--- src/common/mad_pkg.sv ---
// Purpose: constants and types for the mode-dependent address map decoder
// Assumes: 24-bit advanced addresses, 16-bit normal-mode addresses in the low bits
// Notes: boundaries follow the largest-ROM family member; smaller ROM is a parameter
package mad_pkg;
	localparam int ADDR_W = 24;
	localparam logic [23:0] NORMAL_SPACE_MASK = 24'h00ffff;
	localparam logic [23:0] ADV_SPACE_MASK = 24'hffffff;
	localparam logic [23:0] ROM_MAX_NORMAL = 24'h00e000;
	localparam logic [23:0] ROM_2ND_BASE = 24'h010000;
	localparam logic [23:0] ROM_2ND_END = 24'h01ffff;
	localparam logic [23:0] ROM_SIZE_DEFAULT = 24'h020000;
	localparam logic [23:0] ADV_RSV_BASE = 24'hffdc00;
	localparam logic [23:0] ADV_RAM_BASE = 24'hffdc00;
	localparam logic [23:0] ADV_RAM_END = 24'hfffbff;
	localparam logic [23:0] ADV_IO1_BASE = 24'hfffc00;
	localparam logic [23:0] ADV_IO1_END = 24'hfffe3f;
	localparam logic [23:0] ADV_IO2_BASE = 24'hffff28;
	localparam logic [15:0] NRM_RAM_BASE = 16'hec00;
	localparam logic [15:0] NRM_RAM_END = 16'hfbff;
	localparam logic [15:0] NRM_IO1_BASE = 16'hfc00;
	localparam logic [15:0] NRM_IO1_END = 16'hfe3f;
	localparam logic [15:0] NRM_IO2_BASE = 16'hff28;
	localparam logic [2:0] AREA_MSB = 3'h7;
	localparam int AREA_SHIFT = 21;
	localparam logic [2:0] MODE_MIN = 3'h1;
	localparam logic [2:0] MODE_ADV_FIRST = 3'h4;
	typedef enum logic [2:0] {
		MAD_TGT_NONE = 3'h0,
		MAD_TGT_ROM = 3'h1,
		MAD_TGT_RAM = 3'h3,
		MAD_TGT_IO = 3'h2,
		MAD_TGT_EXT = 3'h6,
		MAD_TGT_RSV = 3'h7
	} mad_target_type;
endpackage

--- src/common/mad_req_if.sv ---
`timescale 1ns/1ns
// Purpose: carries one decode request and its answer between main and leaf
// Assumes: single clock; answer is combinational from the leaf
// Notes: none
interface mad_req_if;
	import mad_pkg::*;
	logic [ADDR_W-1:0] addr;
	logic [2:0] mode;
	logic ram_en;
	logic ext_bit;
	mad_pkg::mad_target_type target;
	logic [2:0] area;
	modport ctrl (output addr, output mode, output ram_en, output ext_bit,
		input target, input area);
	modport dec (input addr, input mode, input ram_en, input ext_bit,
		output target, output area);
endinterface

--- src/rtl/mad_map_logic.sv ---
`timescale 1ns/1ns
// Purpose: combinational address classification for one access
// Assumes: mode may be 0, which is not legal and selects nothing
// Notes: ROM size is a parameter per family member
module mad_map_logic #(
	parameter logic [23:0] ROM_SIZE = mad_pkg::ROM_SIZE_DEFAULT
) (
	mad_req_if.dec req
);
	import mad_pkg::*;

	// ***********************************
	// range helper
	// ***********************************
	function automatic logic in_rng(input logic [23:0] a, input logic [23:0] lo,
		input logic [23:0] hi);
		in_rng = (a >= lo) && (a <= hi);
	endfunction

	logic adv;
	logic single;
	logic rom_on;
	logic [23:0] a;
	logic [15:0] n;
	logic [23:0] rom_lim;
	logic [23:0] io2_lo;

	// ***********************************
	// classification
	// ***********************************
	always_comb begin
		adv = (req.mode >= MODE_ADV_FIRST);
		single = (req.mode == 3'h3) || (req.mode == 3'h7);
		rom_on = (req.mode == 3'h2) || single || (req.mode == 3'h6);
		a = req.addr & (adv ? ADV_SPACE_MASK : NORMAL_SPACE_MASK);
		n = a[15:0];
		// normal modes never map more than the 56k window
		rom_lim = (!adv && ROM_SIZE > ROM_MAX_NORMAL) ? ROM_MAX_NORMAL : ROM_SIZE;
		io2_lo = adv ? ADV_IO2_BASE : {8'h00, NRM_IO2_BASE};
		req.area = (adv && req.mode != 3'h7) ? a[AREA_SHIFT +: 3] : 3'h0;
		req.target = single ? MAD_TGT_RSV : MAD_TGT_EXT;
		if (a >= io2_lo) begin
			req.target = MAD_TGT_IO;
		end else if (adv) begin
			if (in_rng(a, ADV_IO1_BASE, ADV_IO1_END)) begin
				req.target = MAD_TGT_IO;
			end else if (in_rng(a, ADV_RAM_BASE, ADV_RAM_END)) begin
				if (req.ram_en || single) begin
					req.target = MAD_TGT_RAM;
				end else begin
					req.target = MAD_TGT_EXT;
				end
			end else if (rom_on && in_rng(a, ROM_2ND_BASE, ROM_2ND_END)
				&& a < rom_lim) begin
				if (!req.ext_bit) begin
					req.target = MAD_TGT_ROM;
				end else if (single) begin
					req.target = MAD_TGT_RSV;
				end else begin
					req.target = MAD_TGT_EXT;
				end
			end else if (rom_on && a < rom_lim && a < ROM_2ND_BASE) begin
				req.target = MAD_TGT_ROM;
			end
		end else begin
			if (in_rng({8'h00, n}, {8'h00, NRM_IO1_BASE}, {8'h00, NRM_IO1_END})) begin
				req.target = MAD_TGT_IO;
			end else if (in_rng({8'h00, n}, {8'h00, NRM_RAM_BASE}, {8'h00, NRM_RAM_END}))
				begin
				req.target = (req.ram_en || single) ? MAD_TGT_RAM : MAD_TGT_EXT;
			end else if (rom_on && {8'h00, n} < rom_lim) begin
				req.target = MAD_TGT_ROM;
			end
		end
		if (req.mode < MODE_MIN) begin
			req.target = MAD_TGT_NONE;
		end
	end
endmodule

--- src/rtl/mad_decoder.sv ---
`timescale 1ns/1ns
// Purpose: registered mode-dependent address decoder for cpu accesses
// Assumes: mode pins are static straps, sampled after reset release
// Notes: one access per cycle, answer one cycle after the request

// Notes on behaviour
// - 64k space modes 1-3, 16M modes 4-7
// - rom size is a per-variant parameter
// - normal rom modes map at most 56k
// - modes 4-6 report one of eight areas
// - ram disabled routes ram range external, except in single-chip modes 3 and 7
// - mode 6 second rom region external when set
// - mode 7 second region reserved when set
// - ram enable resets to one, kept in standby
// - single-chip modes never reach external space
module mad_decoder #(
	parameter logic [23:0] ROM_SIZE = mad_pkg::ROM_SIZE_DEFAULT
) (
	input wire logic clk_in,
	input wire logic rst_in,
	input wire logic [2:0] mode_pins_in,
	input wire logic req_valid_in,
	input wire logic [mad_pkg::ADDR_W-1:0] req_addr_in,
	input wire logic ram_enable_wr_in,
	input wire logic ram_enable_data_in,
	input wire logic ext_area_wr_in,
	input wire logic ext_area_data_in,
	output logic ack_valid_out,
	output mad_pkg::mad_target_type target_out,
	output logic [2:0] area_out,
	output logic [2:0] mode_out,
	output logic onchip_ram_enable_bit_out,
	output logic external_area_extend_bit_out
);
	import mad_pkg::*;

	typedef struct packed {
		logic [2:0] pin_s1;
		logic [2:0] pin_s2;
		logic [2:0] mode;
		logic ram_en;
		logic ext_bit;
		logic ack;
		mad_target_type target;
		logic [2:0] area;
	} mad_state_type;

	mad_state_type st_q;
	mad_state_type st_d;

	mad_req_if req();

	// ***********************************
	// decode leaf
	// ***********************************
	assign req.addr = req_addr_in;
	assign req.mode = st_q.mode;
	assign req.ram_en = st_q.ram_en;
	assign req.ext_bit = st_q.ext_bit;

	mad_map_logic #(.ROM_SIZE(ROM_SIZE)) u_map (
		.req(req)
	);

	// ***********************************
	// next state
	// ***********************************
	always_comb begin
		st_d = st_q;
		st_d.pin_s1 = mode_pins_in;
		st_d.pin_s2 = st_q.pin_s1;
		// straps follow the pins only after the synchroniser settles
		st_d.mode = st_q.pin_s2;
		if (ram_enable_wr_in) begin
			st_d.ram_en = ram_enable_data_in;
		end
		if (ext_area_wr_in) begin
			st_d.ext_bit = ext_area_data_in;
		end
		st_d.ack = req_valid_in;
		st_d.target = req_valid_in ? req.target : MAD_TGT_NONE;
		st_d.area = req_valid_in ? req.area : 3'h0;
	end

	// ***********************************
	// registers
	// ***********************************
	// standby is not a reset, so the ram enable simply holds there
	always_ff @(posedge clk_in) begin
		if (rst_in) begin
			st_q <= '0;
			st_q.ram_en <= 1'b1;
			st_q.target <= MAD_TGT_NONE;
		end else begin
			st_q <= st_d;
		end
	end

	assign ack_valid_out = st_q.ack;
	assign target_out = st_q.target;
	assign area_out = st_q.area;
	assign mode_out = st_q.mode;
	assign onchip_ram_enable_bit_out = st_q.ram_en;
	assign external_area_extend_bit_out = st_q.ext_bit;
endmodule

--- config.mk ---
export PLATFORM = sky130hd
export DESIGN_NAME = mad_decoder
export DESIGN_NICKNAME = d
export VERILOG_FILES = /design/src/common/mad_pkg.sv /design/src/common/mad_req_if.sv /design/src/rtl/mad_map_logic.sv /design/src/rtl/mad_decoder.sv
export SDC_FILE = /design/constraint.sdc
export NUM_CORES = 1
export LEC_CHECK = 0
export BUFFER_PORTS_ARGS = -buffer_cell sky130_fd_sc_hd__buf_2
export CAP_MARGIN = 20
export CORE_MARGIN = 2
export CORE_UTILIZATION = 40
export CTS_BUF_LIST = sky130_fd_sc_hd__clkbuf_8 sky130_fd_sc_hd__clkbuf_16
export DETAILED_ROUTE_END_ITERATION = 8
export GPL_ROUTABILITY_DRIVEN = 0
export PLACE_DENSITY = 0.73
export RECOVER_POWER = 50
export SKIP_CTS_REPAIR_TIMING = 1
export SYNTH_ARGS = -nofsm -noshare
export SYNTH_HDL_FRONTEND = slang
export SYNTH_SLANG_ARGS = --single-unit
--- constraint.sdc ---
create_clock -name clk_in -period 2.1 [get_ports clk_in]
set_input_delay 0.42 -clock clk_in [delete_from_list [all_inputs] [get_ports clk_in]]
set_output_delay 0.42 -clock clk_in [all_outputs]
set_load 0.01 [all_outputs]
==> results_dict.tcl <==
set metrics [dict create \
    status "completed" \
    reg2reg_depth 6 \
    ys_async_sr_fraction_pct 0 \
    slew_headroom_pct 70.1 \
    io_pins 46 \
    synth-simple-area-share_pct 33.8 \
    die_w_um 50.4 \
    synth-compound-area-share_pct 17.6 \
    ir_worst_vdd_mv 0.620 \
    skew_ns 0.00212 \
    ant_nets 0 \
    insertion_delay_ns 0.25 \
    hold_class "in -> reg" \
    synthAdderAreaFrac_pct 2.90 \
    cp-end-kind "register" \
    place_worst_setup_slack_ns 0.309 \
    drtIter0Drc 9 \
    min_period_ns 1.81 \
    via_per_inst 4.86 \
    fin_cells 162 \
    cp_top_family "flip-flops" \
    critical_path.max_stage_delay_ns 0.57 \
    dieArea_um2 2540 \
    worst_ep_required_time_ns 2.23 \
    cp-start-kind "register" \
    tightest_slew_ns 0.448 \
    leakage_nw 0.523 \
    synth_edf_count 0 \
    cts-root-buf "clkbuf_8" \
    synthMuxAreaShare_pct 1.16 \
    avgSynthCellArea_um2 9.47 \
    tns_ns 0 \
    drt_first_pass_iters 4 \
    yosys_warnings 0 \
    die_y_um 50.4 \
    whs_path_depth 2 \
    finalMaxSlewViolations 0 \
    htreeDepth 1 \
    synth_top_family_by_area "simple AND/OR/NAND/NOR gates" \
    worstHoldStart "mode_pins_in[2]" \
    dp_cells 158 \
    cts_tree "yes" \
    whs_ns 0.376 \
    final_core_utilization_pct 56.9 \
    worstPathCellList "ha_1 > a211oi_1 > or3_4 > nand3b_1 > o31ai_1 > a21oi_1" \
    reg2reg_to "target_out[1]" \
    ctsLongestPathBuffers 2 \
    route.detailed.drc 0 \
    r2r-start "mode_out[2]" \
    antenna_found_initial 0 \
    grt_pass1_vias 743 \
    yosysSeqAreaShare_pct 41.8 \
    grt_first_pass_wirelength_mm 2.81 \
    core_area_um2 2000 \
    crit_type "reg -> reg" \
    r2r_slack_ns 0.29 \
    hold_viol 0 \
    cap_viol_max_count 0 \
    crit_buf_inv 0 \
    gr-total-overflow 0 \
    max_freq_mhz 554 \
    numPortBuffers 42 \
    hpwl_mm 1.29 \
    drive_gt1_share_pct 35.6 \
    postLayoutCellArea_um2 1140 \
    n_antenna_cell 0 \
    critPathMaxFanout 13 \
    setup_slack_ns 0.294 \
    cts_buffers 3 \
    slowest_stage "dfxtp_1" \
    ys.flop_type "dfxtp_1" \
    clock_sinks 18 \
    syn-num-nets 127 \
    synth_area_um2 862 \
    start_util_pct 43.1 \
    rsz0062_at_grt "false" \
    grt_use_total_pct 14.4 \
    row_count 16 \
    placed_area_um2 1090 \
    cp_data_arrival_time_ns 1.94 \
    wirelength_mm 1.59 \
    p_per_area_nw_per_um2 630 \
    syn_to_final_growth_pct 32.1 \
    synth_cells 91 \
    setup-violations-final 0 \
    nets 172 \
    period_share_pct 86.0 \
    hold_end "st_d[14]" \
    total_power_mw 0.717 \
    grt_max_degree 14 \
    ys_types 38 \
    synth_seq_cells 18 \
    synthXorXnorAreaFrac_pct 1.02 \
    vias 787 \
    clk_pin_slew_worst_paths_ns 0.06 \
    wl_per_cell_um 9.78 \
]
==> cells in the mapped netlist (2+ instances only) <==
cell      count  area share, %
dfxtp_1      18             42
nor2b_1      10            7.3
nand2_1       8            3.5
and2_1        4            2.9
nor2_1        4            1.7
and3_1        3            2.2
nand3_1       3            1.7
nand3b_1      3            2.6
a211o_1       2            2.0
a21oi_1       2            1.2
ha_1          2            2.9
nand4_1       2            1.5
o211ai_1      2            1.7
o21ai_0       2            1.2
o31ai_1       2            1.7
or2_1         2            1.5
==> area by class of cell <==
cell class | instances | area (um2)
flip-flops and latches | 18 | 360
well taps | 27 | 33.8
fillers | 190 | 863
multi-input cells | 71 | 484
repair buffers | 42 | 205
clock buffers | 4 | 55.1
==> worst max-delay path by stage <==
stage | from | to | slack [ns] | cells after the start
detailed placement | req_addr_in[14] | target_out[0] | 0.31 | 7
global route | mode_out[2] | target_out[1] | 0.13 | 6
CTS | mode_out[2] | target_out[1] | 0.30 | 6
finish | mode_out[2] | target_out[1] | 0.29 | 6
global placement | mode_out[2] | target_out[1] | 0.33 | 6
floorplan | req_addr_in[14] | target_out[0] | 0.51 | 6
==> sequential cells by signal, indices dropped and copies added, names as in the netlist <==
register                      flops
st_d                              6
ack_valid_out                     1
external_area_extend_bit_out      1
onchip_ram_enable_bit_out         1
area_out                          3
mode_out                          3
target_out                        3
==> layer usage <==
metal / global-route usage (%) / share of wire [%]
met1: 15.0 / 42
met2: 26.8 / 50
met3: 6.25 / 7.6
met4: 2.70 / 0
met5: 0 / 0
==> cell families after synthesis <==
kind of cell	count (synthesis)
fa+ha+maj	2
xor+xnor	1
compound gates	19
buf+inv	2
flops	18
mux	1
simple gates	48
==> where the power goes <==
group | leakage, nW | internal (mW) | total (mW) | switching (mW)
combinational | 0.346 | 0.0474 | 0.0861 | 0.0387
clock | 0.0288 | 0.166 | 0.271 | 0.105
sequential | 0.147 | 0.353 | 0.361 | 0.00721
total | 0.523 | 0.567 | 0.717 | 0.150
==> cell usage in the layout, fill, tap and decap left out, types with 2 or more instances in the layout <==
master,netlist,layout
a211o_1,2,2
a21oi_1,2,2
and2_1,4,4
and3_1,3,3
buf_2,0,38
clkbuf_1,1,4
clkbuf_8,0,4
dfxtp_1,18,18
ha_1,2,2
nand2_1,8,8
nand3_1,3,3
nand3b_1,3,3
nand4_1,2,2
nor2_1,4,4
nor2b_1,10,11
o211ai_1,2,2
o21ai_0,2,2
o31ai_1,2,2
or2_1,2,2
==> worst reg2reg max path: stages (launching register included) <==
cell	delay, ns
dfxtp_1	0.57
ha_1	0.32
a211oi_1	0.20
or3_4	0.17
nand3b_1	0.11
o31ai_1	0.24
a21oi_1	0.09
No activity file was read; power rests on OpenSTA's default activity.
